`config.mk`:
```
export PLATFORM = sky130hd
export DESIGN_NAME = bbd_domain_ctrl
export DESIGN_NICKNAME = d
export VERILOG_FILES = /design/src/design/bbd_pkg.sv /design/src/design/bbd_domain_ctrl.sv /design/src/design/bbd_tick_div.sv
export SDC_FILE = /design/constraint.sdc
export NUM_CORES = 1
export LEC_CHECK = 0
export BUFFER_PORTS_ARGS = -buffer_cell sky130_fd_sc_hd__clkbuf_2
export CORE_MARGIN = 8
export CORE_UTILIZATION = 47
export DETAILED_ROUTE_END_ITERATION = 8
export PLACE_DENSITY_LB_ADDON = 0.25
export SETUP_SLACK_MARGIN = 0.15
export SYNTH_ARGS = -nofsm -noshare
export SYNTH_HDL_FRONTEND = slang
export SYNTH_HIERARCHICAL = 1
export SYNTH_SLANG_ARGS = --single-unit
```
`constraint.sdc`:
```
create_clock -name core_clk -period 4.19 [get_ports core_clk]
set_clock_uncertainty 0.1 [all_clocks]
set_input_delay 1.0475 -clock core_clk [delete_from_list [all_inputs] [get_ports core_clk]]
set_output_delay 1.0475 -clock core_clk [all_outputs]
set_load 0.005 [all_outputs]
```
`src/design/bbd_pkg.sv`:
```
// Constants and types shared by the backup domain control files
package bbd_pkg;
  // Register indices; byte address is four times the index
  localparam logic [5:0] IDX_CTRL = 6'h00;
  localparam logic [5:0] IDX_STATUS = 6'h01;
  localparam logic [5:0] IDX_BACKUP0 = 6'h02;
  localparam logic [5:0] IDX_BACKUP1 = 6'h03;
  localparam logic [5:0] IDX_COUNT = 6'h04;
  localparam logic [5:0] IDX_COUNT_CTRL = 6'h05;
  // Control register fields
  localparam int CTRL_DOMAIN_RESET = 0;
  localparam int CTRL_ACCESS_ENABLE = 1;
  localparam int CTRL_FAIL_DETECT_EN = 2;
  localparam int CTRL_OSC_ENABLE = 3;
  localparam int CTRL_CLOCK_SELECT = 4;
  // Status register fields
  localparam int STAT_POWERON = 0;
  localparam int STAT_BROWNOUT = 1;
  localparam int STAT_XTAL_FAIL = 2;
  localparam int STAT_XTAL_READY = 3;
  localparam int STAT_NO_BATTERY = 7;
  // Counter control fields
  localparam int CCTRL_RUN = 0;
  // Reset values
  localparam logic [7:0] BACKUP_RESET = 8'h00;
  localparam logic [31:0] COUNT_RESET = 32'h0000_0000;
  localparam logic POWERON_FLAG_RESET = 1'b1;
  // Timing
  localparam int CORE_CLK_HZ = 100_000_000;
  localparam int XTAL_HZ = 32_768;
  localparam int ULP_TICK_HZ = 1;
  localparam int XTAL_TICK_CYCLES = CORE_CLK_HZ / XTAL_HZ;
  localparam int ULP_TICK_CYCLES = CORE_CLK_HZ / ULP_TICK_HZ;
  localparam int XTAL_PER_1K024 = 32;
  localparam int K1024_PER_1HZ = 1024;
  localparam int XTAL_STARTUP_TICKS = 32;

  typedef enum logic [1:0] {
    PWR_MAIN,
    PWR_ISOLATE,
    PWR_BATTERY,
    PWR_RESTORE
  } bbd_pwr_state_t;
endpackage

```
`src/design/bbd_domain_ctrl.sv`:
```
// Battery backup domain control: supply switch, detectors, crystal, regs
//
// The APB interface to the registers and the address map were decided locally.
`timescale 1ns/10ps
// Notes on behaviour
// - Main brown-out switches domain onto battery pin
// - Return to main after power, POR, BOR released
// - Ignore main-side inputs while main is low
// - Reset main-only logic on main power loss
// - Battery power-on sets backup power-on flag
// - Low battery voltage sets backup brown-out flag
// - Battery detector samples once per 1 Hz tick
// - Battery detector runs only on battery supply
// - Crystal, monitor, counter idle until software enables
// - Crystal gives full, 1.024 kHz, 1 Hz outputs
// - Counter clocked from 1 Hz or 1.024 kHz
// - Domain keeps counter, crystal, two byte registers
// - Check battery each main power-up; write-one clears
// - Domain reset clears crystal enables, select, ready
// - Without access only battery flags and access enable are reachable
// - Crystal failure flag clears only by domain reset
module bbd_domain_ctrl #(
  parameter int ULP_CYCLES = bbd_pkg::ULP_TICK_CYCLES,
  parameter int STARTUP_TICKS = bbd_pkg::XTAL_STARTUP_TICKS
) (
  input wire logic core_clk,
  input wire logic rst_n,
  input wire logic psel,
  input wire logic penable,
  input wire logic pwrite,
  input wire logic [7:0] paddr,
  input wire logic [31:0] pwdata,
  output logic [31:0] prdata,
  output logic pready,
  output logic pslverr,
  input wire logic main_brownout_pin,
  input wire logic main_poweron_pin,
  input wire logic battery_present_pin,
  input wire logic battery_low_pin,
  input wire logic crystal_fault_pin,
  output logic supply_on_battery,
  output logic domain_isolate,
  output logic main_domain_reset,
  output logic battery_brownout_detector_enable,
  output logic crystal_osc_enable,
  output logic osc_fail_detect_enable,
  output logic crystal_tick,
  output logic tick_1k024,
  output logic tick_1hz,
  output logic counter_tick,
  output logic [31:0] backup_time_counter
);
  // Pin synchronisers: bit 0 brown-out, 1 main POR, 2 battery present,
  // 3 battery low, 4 crystal fault
  logic [4:0] sync1;
  logic [4:0] sync2;
  logic main_bod;
  logic main_por;
  logic batt_ok;
  logic batt_low;
  logic xtal_fault;

  // Main POR reads as active until the flops fill, so the battery check
  // at the first main reset release sees a settled presence pin
  always_ff @(posedge core_clk or negedge rst_n) begin
    if (!rst_n) begin
      sync1 <= 5'h02;
      sync2 <= 5'h02;
    end else begin
      sync1 <= {crystal_fault_pin, battery_low_pin, battery_present_pin,
                main_poweron_pin, main_brownout_pin};
      sync2 <= sync1;
    end
  end
  assign main_bod = sync2[0];
  assign main_por = sync2[1];
  assign batt_ok = sync2[2];
  assign batt_low = sync2[3];
  assign xtal_fault = sync2[4];

  // Supply switch state machine
  bbd_pkg::bbd_pwr_state_t state;
  bbd_pkg::bbd_pwr_state_t next_state;

  always_comb begin
    next_state = state;
    unique case (state)
      bbd_pkg::PWR_MAIN: begin
        if (main_bod) begin
          next_state = bbd_pkg::PWR_ISOLATE;
        end
      end
      bbd_pkg::PWR_ISOLATE: begin
        next_state = bbd_pkg::PWR_BATTERY;
      end
      bbd_pkg::PWR_BATTERY: begin
        if (!main_bod && !main_por) begin
          next_state = bbd_pkg::PWR_RESTORE;
        end
      end
      bbd_pkg::PWR_RESTORE: begin
        // Supply is back on main; isolation drops one cycle later
        next_state = main_bod ? bbd_pkg::PWR_BATTERY : bbd_pkg::PWR_MAIN;
      end
    endcase
  end

  always_ff @(posedge core_clk or negedge rst_n) begin
    if (!rst_n) begin
      state <= bbd_pkg::PWR_MAIN;
    end else begin
      state <= next_state;
    end
  end

  assign supply_on_battery = (state == bbd_pkg::PWR_BATTERY);
  assign domain_isolate = (state != bbd_pkg::PWR_MAIN);
  assign main_domain_reset = main_bod || main_por;
  assign battery_brownout_detector_enable = supply_on_battery;

  // Slow clock enables
  logic ulp_tick;
  logic osc_en;

  bbd_tick_div #(.W(27), .DIV(27'(ULP_CYCLES))) u_ulp_div (
    .core_clk(core_clk),
    .rst_n(rst_n),
    .en(1'b1),
    .step(1'b1),
    .tick(ulp_tick)
  );
  bbd_tick_div #(.W(12), .DIV(12'(bbd_pkg::XTAL_TICK_CYCLES))) u_xtal_div (
    .core_clk(core_clk),
    .rst_n(rst_n),
    .en(osc_en),
    .step(1'b1),
    .tick(crystal_tick)
  );
  bbd_tick_div #(.W(6), .DIV(6'(bbd_pkg::XTAL_PER_1K024))) u_k1024_div (
    .core_clk(core_clk),
    .rst_n(rst_n),
    .en(osc_en),
    .step(crystal_tick),
    .tick(tick_1k024)
  );
  bbd_tick_div #(.W(11), .DIV(11'(bbd_pkg::K1024_PER_1HZ))) u_hz_div (
    .core_clk(core_clk),
    .rst_n(rst_n),
    .en(osc_en),
    .step(tick_1k024),
    .tick(tick_1hz)
  );

  // Register state
  logic acc_en;
  logic fd_en;
  logic clk_sel;
  logic xtal_rdy;
  logic xtal_fail;
  logic flag_pon;
  logic flag_bod;
  logic flag_nobat;
  logic cnt_run;
  logic main_rst_q;
  logic [7:0] backup0;
  logic [7:0] backup1;
  logic [7:0] startup;
  logic [31:0] count;
  logic [31:0] rdata;
  logic next_acc_en;
  logic next_osc_en;
  logic next_fd_en;
  logic next_clk_sel;
  logic next_xtal_rdy;
  logic next_xtal_fail;
  logic next_flag_pon;
  logic next_flag_bod;
  logic next_flag_nobat;
  logic next_cnt_run;
  logic [7:0] next_backup0;
  logic [7:0] next_backup1;
  logic [7:0] next_startup;
  logic [31:0] next_count;
  logic [31:0] next_rdata;

  // Bus decode; main-side writes are dropped while isolated
  logic [5:0] idx;
  logic mapped;
  logic wr;
  logic wr_full;
  logic dom_rst;

  assign idx = paddr[7:2];
  assign mapped = (idx <= bbd_pkg::IDX_COUNT_CTRL);
  assign pready = 1'b1;
  assign pslverr = psel && penable && !mapped;
  assign wr = psel && penable && pwrite && !domain_isolate
              && !main_domain_reset;
  assign wr_full = wr && acc_en;
  // Setting the oscillator or fail-detect enable in the same write blocks the domain reset
  assign dom_rst = wr_full && (idx == bbd_pkg::IDX_CTRL)
                   && pwdata[bbd_pkg::CTRL_DOMAIN_RESET]
                   && !pwdata[bbd_pkg::CTRL_OSC_ENABLE]
                   && !pwdata[bbd_pkg::CTRL_FAIL_DETECT_EN];

  assign counter_tick = clk_sel ? tick_1k024 : tick_1hz;
  assign crystal_osc_enable = osc_en;
  assign osc_fail_detect_enable = fd_en;
  assign backup_time_counter = count;
  assign prdata = rdata;

  always_comb begin
    next_acc_en = acc_en;
    next_osc_en = osc_en;
    next_fd_en = fd_en;
    next_clk_sel = clk_sel;
    next_xtal_rdy = xtal_rdy;
    next_xtal_fail = xtal_fail;
    next_flag_pon = flag_pon;
    next_flag_bod = flag_bod;
    next_flag_nobat = flag_nobat;
    next_cnt_run = cnt_run;
    next_backup0 = backup0;
    next_backup1 = backup1;
    next_startup = startup;
    next_count = count;
    next_rdata = 32'h0000_0000;
    // Write-one-clear of the battery flags is allowed without access
    if (wr && idx == bbd_pkg::IDX_STATUS) begin
      if (pwdata[bbd_pkg::STAT_POWERON]) next_flag_pon = 1'b0;
      if (pwdata[bbd_pkg::STAT_BROWNOUT]) next_flag_bod = 1'b0;
      if (pwdata[bbd_pkg::STAT_NO_BATTERY]) next_flag_nobat = 1'b0;
      if (acc_en && pwdata[bbd_pkg::STAT_XTAL_READY]) begin
        next_xtal_rdy = 1'b0;
      end
    end
    if (wr && idx == bbd_pkg::IDX_CTRL) begin
      next_acc_en = pwdata[bbd_pkg::CTRL_ACCESS_ENABLE];
    end
    if (wr_full && idx == bbd_pkg::IDX_CTRL) begin
      if (pwdata[bbd_pkg::CTRL_OSC_ENABLE]) next_osc_en = 1'b1;
      if (pwdata[bbd_pkg::CTRL_FAIL_DETECT_EN]) next_fd_en = 1'b1;
      // Select is frozen once the oscillator runs, to avoid a glitch
      if (!osc_en) next_clk_sel = pwdata[bbd_pkg::CTRL_CLOCK_SELECT];
    end
    if (wr_full && idx == bbd_pkg::IDX_BACKUP0) next_backup0 = pwdata[7:0];
    if (wr_full && idx == bbd_pkg::IDX_BACKUP1) next_backup1 = pwdata[7:0];
    if (wr_full && idx == bbd_pkg::IDX_COUNT_CTRL) begin
      next_cnt_run = pwdata[bbd_pkg::CCTRL_RUN];
    end
    // Counter advances only when software has started it
    if (wr_full && idx == bbd_pkg::IDX_COUNT) begin
      next_count = pwdata;
    end else if (cnt_run && counter_tick) begin
      next_count = count + 32'h0000_0001;
    end
    // Crystal start-up: ready once enough crystal periods have passed
    if (osc_en && crystal_tick && startup != 8'(STARTUP_TICKS)) begin
      next_startup = startup + 8'h01;
      if (startup == 8'(STARTUP_TICKS - 1)) next_xtal_rdy = 1'b1;
    end
    if (fd_en && xtal_fault) next_xtal_fail = 1'b1;
    if (dom_rst) begin
      next_osc_en = 1'b0;
      next_fd_en = 1'b0;
      next_clk_sel = 1'b0;
      next_xtal_rdy = 1'b0;
      next_xtal_fail = 1'b0;
      next_startup = 8'h00;
    end
    // Detector events set their flags after any clear in this cycle
    if (ulp_tick && supply_on_battery && batt_low) begin
      next_flag_bod = 1'b1;
    end
    if (main_rst_q && !main_domain_reset && !batt_ok) begin
      next_flag_nobat = 1'b1;
    end
    if (main_domain_reset) next_acc_en = 1'b0;
    // Read data is captured in the setup phase for a zero-wait access
    if (psel && !penable && !pwrite) begin
      unique case (idx)
        bbd_pkg::IDX_CTRL: begin
          next_rdata[bbd_pkg::CTRL_ACCESS_ENABLE] = acc_en;
          if (acc_en) begin
            next_rdata[bbd_pkg::CTRL_FAIL_DETECT_EN] = fd_en;
            next_rdata[bbd_pkg::CTRL_OSC_ENABLE] = osc_en;
            next_rdata[bbd_pkg::CTRL_CLOCK_SELECT] = clk_sel;
          end
        end
        bbd_pkg::IDX_STATUS: begin
          next_rdata[bbd_pkg::STAT_POWERON] = flag_pon;
          next_rdata[bbd_pkg::STAT_BROWNOUT] = flag_bod;
          next_rdata[bbd_pkg::STAT_NO_BATTERY] = flag_nobat;
          if (acc_en) begin
            next_rdata[bbd_pkg::STAT_XTAL_FAIL] = xtal_fail;
            next_rdata[bbd_pkg::STAT_XTAL_READY] = xtal_rdy;
          end
        end
        bbd_pkg::IDX_BACKUP0: next_rdata[7:0] = acc_en ? backup0 : 8'h00;
        bbd_pkg::IDX_BACKUP1: next_rdata[7:0] = acc_en ? backup1 : 8'h00;
        bbd_pkg::IDX_COUNT: next_rdata = acc_en ? count : 32'h0000_0000;
        bbd_pkg::IDX_COUNT_CTRL: begin
          next_rdata[bbd_pkg::CCTRL_RUN] = acc_en && cnt_run;
        end
        default: next_rdata = 32'h0000_0000;
      endcase
    end
  end

  always_ff @(posedge core_clk or negedge rst_n) begin
    if (!rst_n) begin
      acc_en <= 1'b0;
      osc_en <= 1'b0;
      fd_en <= 1'b0;
      clk_sel <= 1'b0;
      xtal_rdy <= 1'b0;
      xtal_fail <= 1'b0;
      flag_pon <= bbd_pkg::POWERON_FLAG_RESET;
      flag_bod <= 1'b0;
      flag_nobat <= 1'b0;
      cnt_run <= 1'b0;
      main_rst_q <= 1'b1;
      backup0 <= bbd_pkg::BACKUP_RESET;
      backup1 <= bbd_pkg::BACKUP_RESET;
      startup <= 8'h00;
      count <= bbd_pkg::COUNT_RESET;
      rdata <= 32'h0000_0000;
    end else begin
      acc_en <= next_acc_en;
      osc_en <= next_osc_en;
      fd_en <= next_fd_en;
      clk_sel <= next_clk_sel;
      xtal_rdy <= next_xtal_rdy;
      xtal_fail <= next_xtal_fail;
      flag_pon <= next_flag_pon;
      flag_bod <= next_flag_bod;
      flag_nobat <= next_flag_nobat;
      cnt_run <= next_cnt_run;
      main_rst_q <= main_domain_reset;
      backup0 <= next_backup0;
      backup1 <= next_backup1;
      startup <= next_startup;
      count <= next_count;
      rdata <= next_rdata;
    end
  end
endmodule

```
`src/design/bbd_tick_div.sv`:
```
// Enable-pulse divider: counts step pulses, emits one tick per DIV steps
`timescale 1ns/10ps
module bbd_tick_div #(
  parameter int W = 16,
  parameter logic [W-1:0] DIV = '1
) (
  input wire logic core_clk,
  input wire logic rst_n,
  input wire logic en,
  input wire logic step,
  output logic tick
);
  logic [W-1:0] cnt;
  logic [W-1:0] next_cnt;
  logic at_end;

  assign at_end = (cnt == DIV - W'(1));
  assign tick = en && step && at_end;

  always_comb begin
    next_cnt = cnt;
    if (!en) begin
      // Restart from zero so a fresh enable gives a full first period
      next_cnt = '0;
    end else if (step) begin
      next_cnt = at_end ? '0 : cnt + W'(1);
    end
  end

  always_ff @(posedge core_clk or negedge rst_n) begin
    if (!rst_n) begin
      cnt <= '0;
    end else begin
      cnt <= next_cnt;
    end
  end
endmodule

```
Word-level counts from Yosys, hierarchy flattened
Cells that the tools add are included.
Widths: inputs -> output; s select.
Word-level totals
  input port bits: 50
  register bits after elaboration: 167
  logic and storage cells: 168
  output and inout bits: 76
Operators by class
  multiplexer cells: 54
  $lt $le $gt $ge: 1
  equality and inequality tests: 19
  $add $sub $neg: 6
  reductions and logical operators: 65
Operators by type and width (count)
  $mux 32: 4
  $logic_and 1x1->1: 33
  $mux 11: 3
  $add 32x1->32 const B: 1
  $mux 8: 4
  $add 27x1->27 const B: 1
  $eq 27x27->1 const B: 1
  $mux 27: 1
  $mux 1: 25
  $mux 12: 2
  $mux 24: 1
  $reduce_bool 2->1: 12
  $mux 6: 3
  $pmux 3 s5: 1
  $reduce_and 2->1: 7
  $add 12x1->12 const B: 1
  $eq 12x12->1 const B: 1
  $eq 6x2->1 const B: 2
  $eq 6x3->1 const B: 2
  $add 11x1->11 const B: 1
  $eq 11x10->1 const B: 1
  $logic_not 1->1: 10
  $add 8x1->8 const B: 1
  $eq 8x5->1 const B: 1
  18 further kinds: 26

Logic depth before layout (Yosys ltp)
Gate-level depths: netlist of run 1.
  depth in word-level cells: 11
  gate-level depth with buffers: 16
  depth with buffers taken out: 15

Modules after synthesis
Netlist of run 1, hierarchy kept.
Modules (own cells, without submodules)
  bbd_domain_ctrl: cells an instance 466, instances 1, seq. area each 2782.7 sq um, area each 5004.8 sq um
  bbd_tick_div at u_ulp_div: cells an instance 179, instances 1, seq. area each 675.6 sq um, area each 1599.0 sq um
  bbd_tick_div at u_xtal_div: cells an instance 79, instances 1, seq. area each 300.3 sq um, area each 718.2 sq um
  bbd_tick_div at u_hz_div: cells an instance 68, instances 1, seq. area each 275.3 sq um, area each 640.6 sq um
  bbd_tick_div at u_k1024_div: cells an instance 33, instances 1, seq. area each 150.1 sq um, area each 336.6 sq um

Least setup slack after synthesis of run 1
Ideal clock, no wire load.
  path kind: register -> output
  start point: register u_xtal_div.cnt[0]
  end point: output counter_tick
  cell stages (with the launch flop): 13
  path slack: -0.306 ns
  arrival time: 3.349 ns
  buffers on the path: 1
  cell sequence: dfrtp_1 > inv_1 > ha_1 > nand4b_1 > or4_2 > nor2_1 > buf_2 > nand3_1 > nor3_1 > nand2_1 > nor4_1 > mux2i_1 > inv_1
Between the ends
  cells in the longest elaborated chain, start to end: 7
Ends and longest elaborated chain
  start: declaration: line bbd_tick_div.sv:13  | logic [W-1:0] cnt;
  start signal: assignment: line bbd_tick_div.sv:34  | cnt <= next_cnt;
  $eq 12x12->1: line bbd_tick_div.sv:17  | assign at_end = (cnt == DIV - W'(1));
  $logic_and 1x1->1: line bbd_tick_div.sv:18  | assign tick = en && step && at_end;
  net crystal_tick: line bbd_domain_ctrl.sv:47  | output logic crystal_tick,
  $logic_and 1x1->1 (2 in series): line bbd_tick_div.sv:18
  net tick_1k024: line bbd_domain_ctrl.sv:48  | output logic tick_1k024,
  $logic_and 1x1->1 (2 in series): line bbd_tick_div.sv:18
  net tick_1hz: line bbd_domain_ctrl.sv:49  | output logic tick_1hz,
  $mux 1: line bbd_domain_ctrl.sv:206  | assign counter_tick = clk_sel ? tick_1k024 : tick_1hz;
  end: declaration: line bbd_domain_ctrl.sv:50  | output logic counter_tick,
The timed path passes the listed nets, and every way through them passes these cells.

Final worst setup path of run 1
  start point: register u_xtal_div.cnt[0]
  end point: output counter_tick
Between the ends
  cells in the longest elaborated chain, start to end: 7
Ends and longest elaborated chain (line)
  $eq 12x12->1 *: bbd_tick_div.sv:17
  $logic_and 1x1->1 * (3 in series): bbd_tick_div.sv:18
  $logic_and 1x1->1 (2 in series): bbd_tick_div.sv:18
  $mux 1 *: bbd_domain_ctrl.sv:206
Every way passes the cells marked *; elsewhere a longest branch is shown, timed or not.

==> results of run 1 <==
Yosys cell counts, types with 3 or more instances:
cell      count
mux2_2       22
nand3b_1      5
dfrtp_1     163
nand4_1      36
a22o_1        5
a41oi_1       4
buf_2        11
nand2b_1      8
o21ai_0      47
o211ai_1      4
or3_1         7
nand2_1     103
o21ai_1       9
dfstp_2       4
mux2i_1      10
a21boi_0      3
nand3_1      41
a31oi_1      23
and3_2        3
nor3b_1       7
a22oi_1       3
nor3_1       13
a21o_1        4
and2_1        9
clkbuf_1     15
xor2_1       33
and4_1        8
nor4_1        5
nand3_2       4
nor4_4        4
a21oi_1      30
or4_1         3
nor2b_1       6
xnor2_1      10
nor2_1       45
inv_1        22
and3_1       35
ha_1          8
worst register-to-register path, cell delays in order, from the launching register on:
cell and delay (ps):
dfrtp_1 390, inv_1 60, ha_1 140, nand4b_1 120, or4_4 520, nor2_4 130, nand3_2 100, nor3_4 150
nand2_2 100, nor4_4 200, mux2i_2 170, buf_4 180, nor3_2 160, buf_4 220, nand2_1 140, or3_1 390
a31oi_1 160
flip-flops by register name, indices dropped and copies added, names as in the netlist, 2 cells and up:
signal and cells:
backup0 8, u_hz_div/cnt 11, backup_time_counter 32, sync1 5, backup1 8, u_xtal_div/cnt 12, state 2, u_k1024_div/cnt 6
startup 8, u_ulp_div/cnt 27, sync2 5, prdata 32
per-layer routing:
layer,global-route usage [%],routed length [um],vias up
li1,-,-,3263
met3,4.49,1250,23
met2,29.5,9730,163
met5,0,0,-
met1,24.7,9150,3278
met4,5.86,274,0
through the flow:
step	hold WS, ps	setup slack (ps)	utilization, %	area [um^2]	power (uW)
6_report	253	298	57.2	9900	3450
5_1_grt	262	152	57.2	9900	3570
4_1_cts	253	152	57.1	9880	3480
3_5_place_dp	249	243	53.3	9220	1880
3_3_place_gp	246	330	53.3	9220	1880
2_1_floorplan	231	173	-	8350	1780
layout make-up:
class,count,area [um^2]
clock inverter,14,159
sequential,167,4180
antenna,2,5.00
clock buffer,18,439
multi-input combinational,614,3970
tap,225,282
inverter,22,82.6
timing repair buffer,140,777
fill,1533,7390
logic make-up after synthesis:
kind of cell,after synthesis
flip-flops,167
other,1
AND/OR/NAND/NOR,368
buffers and inverters,54
adder cells (fa/ha/maj),8
AO/OA/AOI/OAI,152
XOR/XNOR,43
multiplexers,32
power by group:
| part | internal [uW] | switching, uW |
|---|---|---|
| clock network | 911 | 685 |
| logic | 73.7 | 120 |
| registers | 1640 | 24.2 |
| total | 2620 | 830 |
timing repair:
| item | in CTS | in global routing |
|---|---|---|
| setup endpoints to repair | 2 | 2 |
| pin swaps | 1 | 1 |
| gates resized for setup | 6 | 1 |
| setup buffers | 5 | 1 |
how the worst max path moves through the flow:
stage,end,from,slack (ps)
CTS,counter_tick,u_xtal_div/cnt[0],150
global placement,backup_time_counter[27],u_xtal_div/cnt[0],330
floorplan,counter_tick,u_xtal_div/cnt[0],170
detailed placement,backup_time_counter[27],u_xtal_div/cnt[0],240
global route,counter_tick,u_xtal_div/cnt[0],150
finish,counter_tick,u_xtal_div/cnt[0],300
==> qor.yml, run 1 <==
route:
  viasPerCell: 5.60
  ant_nets: 0
  drc: 0
  wire_per_inst_um: 17.0
  drtPass1Iterations: 5
  drt_iter0_markers: 382
  vias: 6727
  routed_wl_um: 20400
yosys:
  synth-main-ff-cell: "dfrtp_1"
  synth_seq_cells: 167
  synth_compound_area_share_pct: 11.4
  seq_area_frac_synth_pct: 50.4
  synthesis.area_um2: 8300
  synth.area.top_cells: "dfrtp_1 49%, nand2_1 4.7%, xor2_1 3.5%, mux2_2 3.0%, o21ai_0 2.8%"
  async_flop_share_pct: 100
  synth_xor_area_share_pct: 4.54
  synth_edf_count: 0
  synth_mux_area_share_pct: 4.19
  synth_cell_types: 81
  syn_area_per_cell_um2: 10.1
  yosys_warnings: 6
  yosys.area_share.adder_pct: 1.21
  netlist.area_leader.share_pct: 49.1
  synth_top_cell_by_area: "dfrtp_1"
  synthCells: 825
  synth_simple_gate_area_share_pct: 25.3
  synth_top_family_by_area: "simple AND/OR/NAND/NOR gates"
setup_path:
  cp-start-kind: "register"
  r2r_slack_ps: 680
  timing.rr.start: "u_xtal_div/cnt[0]"
  worstPathRequired_ps: 3040
  critPathMaxFanout: 2
  path_cells: "inv_1 > ha_1 > nand4b_1 > or4_4 > nor2_4 > nand3_2 > nor3_4 > nand2_2 > nor4_4 > mux2i_2 > inv_1 > clkbuf_2"
  cp_data_arrival_time_ps: 2740
  end_kind: "primary output"
  slowest_delay_ps: 520
  ff2ff_path_depth: 16
  cp_num_buf_inv: 3
  reg2reg_to: "backup_time_counter[27]"
  critical_path_class: "register to primary output"
  cpMostUsedCell: "inv_1"
  path_depth: 12
  critPathSlowestCell: "or4_4"
  critical-path-top-delay-family: "simple AND/OR/NAND/NOR gates"
timing:
  slew_headroom_pct: 35.7
  finalHoldViolCount: 0
  setup_viol: 0
  drv_slew: 0
  worst_slew_pin_slew_ps: 954
  grt_setup_unrepaired: "no"
  fin_setup_tns_ps: 0
  period_share_pct: 92.9
  finalCriticalPeriod_ps: 3890
  max_clock_freq_mhz: 257
floorplanning:
  io_pins: 126
  die_h_um: 149
  placementRows: 48
  dieArea_um2: 22200
  die_w_um: 149
  initial_core_util_pct: 48.0
  core_area_um2: 17300
final_layout:
  num-nets-final: 1020
  final_common_cell: "dfrtp_1"
  final_cell_mix: "163 x dfrtp_1, 121 x clkbuf_2, 102 x nand2_1"
  area_growth_pct: 19.3
  drive_gt1_share_pct: 24.3
  final_cells: 1202
placement:
  dpl.hpwl_um: 14500
  gp_congestion: 0.853
  portBuffers: 122
  placedCellCount: 1162
clock_tree:
  cts_max_level: 4
  clkTransAtPathRegs_ps: 60
  numCtsBuffers: 17
  insertion_delay_ps: 430
  root_buffer: "clkbuf_16"
  holdBufCountCts: 0
  cts_tree: "built"
  cts.sinks: 167
  clk_path_buf_depth: 2
run:
  cap_viol_max_count: 0
global_routing:
  antenna_found_initial: 0
  grt_overflow_total: 0
  grt_max_degree: 69
  globalRouteTotalUtil_pct: 18.6
  grt_pass1_wl_um: 33300
  grt_pass1_vias: 6406
worst_hold_path:
  min_path_type: "register to register"
  min_to: "sync2[1]"
  hold_depth: 0
  hp-start: "sync1[1]"
power_and_ir_drop:
  leakagePower_uw: 0.00464
  vdd_drop_max_uv: 320
  power.density_nw_per_um2: 349
status:
  outcome: "finished clean"
(Power assumes the default switching activity.)
==> inputs of run 2 (changes only) <==
--- a/config.mk
+++ b/config.mk
@@ -7,7 +7,7 @@
 export LEC_CHECK = 0
 export BUFFER_PORTS_ARGS = -buffer_cell sky130_fd_sc_hd__clkbuf_2
 export CORE_MARGIN = 8
-export CORE_UTILIZATION = 47
+export CORE_UTILIZATION = 51
 export DETAILED_ROUTE_END_ITERATION = 8
 export PLACE_DENSITY_LB_ADDON = 0.25
 export SETUP_SLACK_MARGIN = 0.15
==> qor.yml, run 2 (synthesis gave the netlist of run 1 again) <==
setup_path:
  cp-start-kind: "register"  # unchanged
  cp_data_arrival_time_ps: 2740  # about the same
  path_cells: "inv_1 > ha_1 > nand4b_1 > or4_4 > nor2_4 > nand3_2 > nor3_4 > nand2_2 > nor4_4 > mux2i_4 > inv_1 > clkbuf_2"  # was inv_1 > ha_1 > nand4b_1 > or4_4 > nor2_4 > nand3_2 > nor3_4 > nand2_2 > nor4_4 > mux2i_2 > inv_1 > clkbuf_2
  ff2ff_path_depth: 17  # was 16
  worstPathRequired_ps: 3040  # about the same
  critPathSlowestCell: "or4_4"  # unchanged
  critical_path_class: "register to primary output"  # unchanged
  r2r_slack_ps: 550  # was 680 ps
  slowest_delay_ps: 510  # was 520 ps
  timing.rr.start: "u_xtal_div/cnt[0]"  # unchanged
  cp_num_buf_inv: 3  # unchanged
  end_kind: "primary output"  # unchanged
  cpMostUsedCell: "inv_1"  # unchanged
  worst_setup_path_startpoint: "u_xtal_div/cnt[0]"  # unchanged
  crit_path_end: "counter_tick"  # unchanged
  path_depth: 12  # unchanged
  critPathMaxFanout: 3  # was 2
  critical-path-top-delay-family: "simple AND/OR/NAND/NOR gates"  # unchanged
  reg2reg_to: "backup_time_counter[20]"  # was backup_time_counter[27]
timing:
  fin_setup_tns_ps: 0  # unchanged
  whs_ps: 251  # was 253 ps
  finalCriticalPeriod_ps: 3890  # about the same
  worst_slew_pin_slew_ps: 986  # was 954 ps
  slew_headroom_pct: 33.5  # was 35.7%
  setup_ws_ps: 300  # was 298 ps
  max_clock_freq_mhz: 257  # about the same
  grt_setup_unrepaired: "no"  # unchanged
  drv_slew: 0  # unchanged
  period_share_pct: 92.8  # was 92.9%
  setup_viol: 0  # unchanged
  finalHoldViolCount: 0  # unchanged
clock_tree:
  cts.sinks: 167  # unchanged
  insertion_delay_ps: 430  # about the same
  cts_tree: "built"  # unchanged
  root_buffer: "clkbuf_16"  # unchanged
  clkTransAtPathRegs_ps: 60  # about the same
  clk_path_buf_depth: 2  # unchanged
  cts_max_level: 4  # unchanged
  numCtsBuffers: 17  # unchanged
final_layout:
  final_cell_mix: "163 x dfrtp_1, 121 x clkbuf_2, 102 x nand2_1"  # unchanged
  insertedDiodeCount: 0  # was 2
  final_cells: 1193  # was 1,202
  final_common_cell: "dfrtp_1"  # unchanged
  area_growth_pct: 19.2  # was 19.3%
  fin_util_pct: 62.3  # was 57.2%
  drive_gt1_share_pct: 24.2  # was 24.3%
  num-nets-final: 1022  # was 1,020
power_and_ir_drop:
  leakagePower_uw: 0.00463  # was 0.00464 uW
  vdd_drop_max_uv: 258  # was 320 uV
  power.density_nw_per_um2: 349  # about the same
placement:
  portBuffers: 122  # unchanged
  dpl.hpwl_um: 14400  # was 14,500 um
  placedCellCount: 1155  # was 1,162
  gp_congestion: 0.891  # was 0.853
  dp_slack_ps: 150  # was 243 ps
floorplanning:
  placementRows: 46  # was 48
  dieArea_um2: 20600  # was 22,200 um^2
  io_pins: 126  # unchanged
  die_h_um: 144  # was 149 um
  initial_core_util_pct: 52.2  # was 48.0%
  core_area_um2: 15900  # was 17,300 um^2
  die_w_um: 144  # was 149 um
global_routing:
  antenna_found_initial: 0  # unchanged
  grt_max_degree: 81  # was 69
  globalRouteTotalUtil_pct: 20.2  # was 18.6%
  grt_overflow_total: 0  # unchanged
  grt_pass1_wl_um: 33200  # was 33,300 um
  grt_pass1_vias: 6650  # was 6,406
route:
  vias: 6787  # was 6,727
  drt_iter0_markers: 431  # was 382
  routed_wl_um: 20100  # was 20,400 um
  drc: 0  # unchanged
  ant_nets: 0  # unchanged
  drtPass1Iterations: 6  # was 5
  wire_per_inst_um: 16.8  # was 17.0 um
  viasPerCell: 5.69  # was 5.60
run:
  cap_viol_max_count: 0  # unchanged
worst_hold_path:
  min_path_type: "register to register"  # unchanged
status:
  outcome: "finished clean"  # unchanged
[run 2: worst min-delay path by stage]
stage | startpoint | endpoint | slack, ps | cells after the start
2_1_floorplan | sync1[0] | sync2[0] | 230 | 0
3_3_place_gp | sync1[0] | sync2[0] | 240 | 0
3_5_place_dp | sync1[0] | sync2[0] | 240 | 0
4_1_cts | sync1[0] | sync2[0] | 260 | 0
5_1_grt | sync1[1] | sync2[1] | 260 | 0
6_report | sync1[0] | sync2[0] | 250 | 0
[run 2: worst register-to-register path: stages (launching register included)]
cell and delay [ps]:
dfrtp_1 380, inv_1 60, ha_1 140, nand4b_1 120, or4_4 510, nor2_4 120
nand3_2 100, nor3_4 150, nand2_2 110, nor4_4 220, mux2i_4 140, buf_4 160
buf_4 140, nor4_4 480, buf_4 220, nand4_1 110, xor2_1 150, o21ai_0 150
[run 2: through the flow]
step	total power (uW)	cell area (um^2)
3_5_place_dp	1880	9220
2_1_floorplan	1780	8350
5_1_grt	3570	9900
3_3_place_gp	1880	9220
4_1_cts	3490	9890
6_report	3450	9900
[run 2: per-layer routing]
metal	track usage, %	vias to the layer above	routed length, um
met5	0	-	0
met4	6.42	0	248
met3	4.25	23	1180
met2	33.9	157	9840
met1	25.7	3344	8790
li1	-	3263	-
[run 2: layout make-up]
class                      count  area (um^2)
fill                        1375         5990
sequential                   167         4180
multi-input combinational    614         3980
timing repair buffer         142          779
clock buffer                  21          450
tap                          216          270
clock inverter                11          146
inverter                      22         82.6
[run 2: report_power, final]
group          total (uW)  internal, uW  leakage [uW]  switching [uW]
Combinational         194          73.8       0.00212             120
Sequential           1660          1640       0.00223            23.3
Clock                1590           955      0.000288             636
Total                3450          2670       0.00463             780
[run 2: what timing repair did]
action                     4_1_cts  5_1_grt
gates cloned                     0        0
hold buffers                     0        0
buffers inserted                 5        1
pin swaps                        1        1
setup endpoints to repair        2        2
resized for setup                8        0
==> inputs of run 3 (changes only) <==
==> constraint.sdc (replaced) <==
create_clock -name core_clk -period 4.19 [get_ports core_clk]
set_clock_uncertainty 0.1 [all_clocks]
set_input_delay 0.6285 -clock core_clk [delete_from_list [all_inputs] [get_ports core_clk]]
set_output_delay 0.6285 -clock core_clk [all_outputs]
set_load 0.005 [all_outputs]
==> qor.yml, run 3 (synthesis gave the netlist of run 1 again) <==
clock_tree:
  cts.sinks: 167  # unchanged
  root_buffer: "clkbuf_16"  # unchanged
  clkTransAtPathRegs_ps: 60  # about the same
  cts_max_level: 4  # unchanged
  numCtsBuffers: 17  # unchanged
  insertion_delay_ps: 430  # about the same
  clk_path_buf_depth: 2  # unchanged
  cts_tree: "built"  # unchanged
timing:
  worst_slew_pin_slew_ps: 1010  # was 986 ps
  setup_ws_ps: 534  # was 300 ps
  grt_setup_unrepaired: "no"  # unchanged
  period_share_pct: 87.3  # was 92.8%
  slew_headroom_pct: 32.1  # was 33.5%
  finalCriticalPeriod_ps: 3660  # was 3890 ps
  setup_viol: 0  # unchanged
  fin_setup_tns_ps: 0  # unchanged
  max_clock_freq_mhz: 274  # was 257 MHz
  drv_slew: 0  # unchanged
  finalHoldViolCount: 0  # unchanged
floorplanning:
  die_h_um: 144  # unchanged
  placementRows: 46  # unchanged
  die_w_um: 144  # unchanged
  dieArea_um2: 20600  # unchanged
  io_pins: 126  # unchanged
  core_area_um2: 15900  # unchanged
  initial_core_util_pct: 52.2  # unchanged
setup_path:
  cp-start-kind: "register"  # unchanged
  end_kind: "primary output"  # unchanged
  worstPathRequired_ps: 3460  # was 3040 ps
  critical_path_class: "register to primary output"  # unchanged
  cp_data_arrival_time_ps: 2930  # was 2740 ps
  ff2ff_path_depth: 16  # was 17
  timing.rr.start: "u_xtal_div/cnt[0]"  # unchanged
  path_cells: "inv_1 > ha_1 > nand4b_1 > or4_4 > nor2_4 > nand3_1 > nor3_2 > nand2_1 > nor4_2 > buf_4 > mux2i_2 > inv_2 > clkbuf_2"  # was inv_1 > ha_1 > nand4b_1 > or4_4 > nor2_4 > nand3_2 > nor3_4 > nand2_2 > nor4_4 > mux2i_4 > inv_1 > clkbuf_2
  reg2reg_to: "backup_time_counter[27]"  # was backup_time_counter[20]
  critPathSlowestCell: "or4_4"  # unchanged
  r2r_slack_ps: 670  # was 550 ps
  critPathMaxFanout: 6  # was 3
  slowest_delay_ps: 530  # was 510 ps
global_routing:
  antenna_found_initial: 0  # unchanged
  grt_overflow_total: 0  # unchanged
  globalRouteTotalUtil_pct: 20.4  # was 20.2%
  grt_pass1_vias: 6522  # was 6,650
  grt_pass1_wl_um: 33300  # was 33,200 um
  grt_max_degree: 87  # was 81
final_layout:
  fin_util_pct: 62.0  # was 62.3%
  drive_gt1_share_pct: 24.0  # was 24.2%
  num-nets-final: 1018  # was 1,022
  insertedDiodeCount: 0  # unchanged
  final_area_um2: 9850  # was 9900 um^2
  final_common_cell: "dfrtp_1"  # unchanged
  final_cell_mix: "163 x dfrtp_1, 121 x clkbuf_2, 103 x nand2_1"  # was 163 x dfrtp_1, 121 x clkbuf_2, 102 x nand2_1
  seqCellArea_um2: 4180  # unchanged
  area_growth_pct: 18.7  # was 19.2%
  multi_input_area_um2: 3950  # was 3980 um^2
  fillers: 1377  # was 1,375
route:
  viasPerCell: 5.64  # was 5.69
  routed_wl_um: 20400  # was 20,100 um
  wire_per_inst_um: 17.2  # was 16.8 um
  ant_nets: 0  # unchanged
  vias: 6709  # was 6,787
  drt_iter0_markers: 555  # was 431
  drtPass1Iterations: 5  # was 6
  drc: 0  # unchanged
placement:
  gp_congestion: 0.832  # was 0.891
  dpl.hpwl_um: 14700  # was 14,400 um
  dp_slack_ps: 383  # was 150 ps
  dpl_cell_area_um2: 9200  # was 9220 um^2
  portBuffers: 122  # unchanged
status:
  outcome: "finished clean"  # unchanged
power_and_ir_drop:
  leakagePower_uw: 0.00459  # was 0.00463 uW
  power.density_nw_per_um2: 357  # was 349 nW/um^2
  vdd_drop_max_uv: 299  # was 258 uV
run:
  cap_viol_max_count: 0  # unchanged
worst_hold_path:
  min_path_type: "input pin to asynchronous set/reset pin"  # was register to register
[run 3: worst max-delay path, delay by kind of cell (launching register included)]
family | cells | cell delay (ps)
adder cells (fa/ha/maj) | 1 | 130
buffers and inverters | 4 | 470
flip-flops | 1 | 440
multiplexers | 1 | 130
AND/OR/NAND/NOR | 7 | 1310
[run 3: worst max path at each step]
stage,end,start,depth (start not counted)
6_report,counter_tick,u_xtal_div/cnt[0],13
5_1_grt,counter_tick,u_xtal_div/cnt[0],13
4_1_cts,counter_tick,u_xtal_div/cnt[0],13
3_5_place_dp,backup_time_counter[27],u_xtal_div/cnt[0],16
3_3_place_gp,backup_time_counter[27],u_xtal_div/cnt[0],16
2_1_floorplan,backup_time_counter[27],u_xtal_div/cnt[0],15
[run 3: repair_timing]
item,in CTS,in global routing
buffers inserted,0,1
hold buffers,0,0
resized for setup,1,5
setup endpoints to repair,1,10
cloned,0,0
endpoints found under the hold margin,0,0
[run 3: cell type report]
cell class / instances / share of cell area (%)
clock buffers: 17 / 4.32
flip-flops and latches: 167 / 42.5
well taps: 216 / 2.74
repair buffers: 138 / 7.48
inverters: 22 / 0.838
multi-input cells: 614 / 40.1
clock inverters: 15 / 2.04
[run 3: layer usage]
| metal | track usage, % | part of all wire, % |
|---|---|---|
| met1 | 27.0 | 46 |
| met5 | 0 | 0 |
| met2 | 32.6 | 46 |
| met4 | 6.14 | 1.3 |
| met3 | 5.14 | 6.3 |
[run 3: through the flow]
| step | power [uW] | std cells | hold slack, ps |
|---|---|---|---|
| finish | 3520 | 1189 | 146 |
| global route | 3630 | 1189 | 169 |
| CTS | 3540 | 1188 | 162 |
| detailed placement | 1880 | 1156 | 236 |
| global placement | 1870 | 1156 | 232 |
| floorplan | 1780 | 835 | 231 |
[run 3: power by group]
group | switching (uW) | internal (uW) | leakage (uW) | total, uW
Clock | 668 | 998 | 0.000288 | 1670
Combinational | 114 | 67.2 | 0.00208 | 181
Sequential | 29.0 | 1640 | 0.00223 | 1670
Total | 811 | 2710 | 0.00459 | 3520
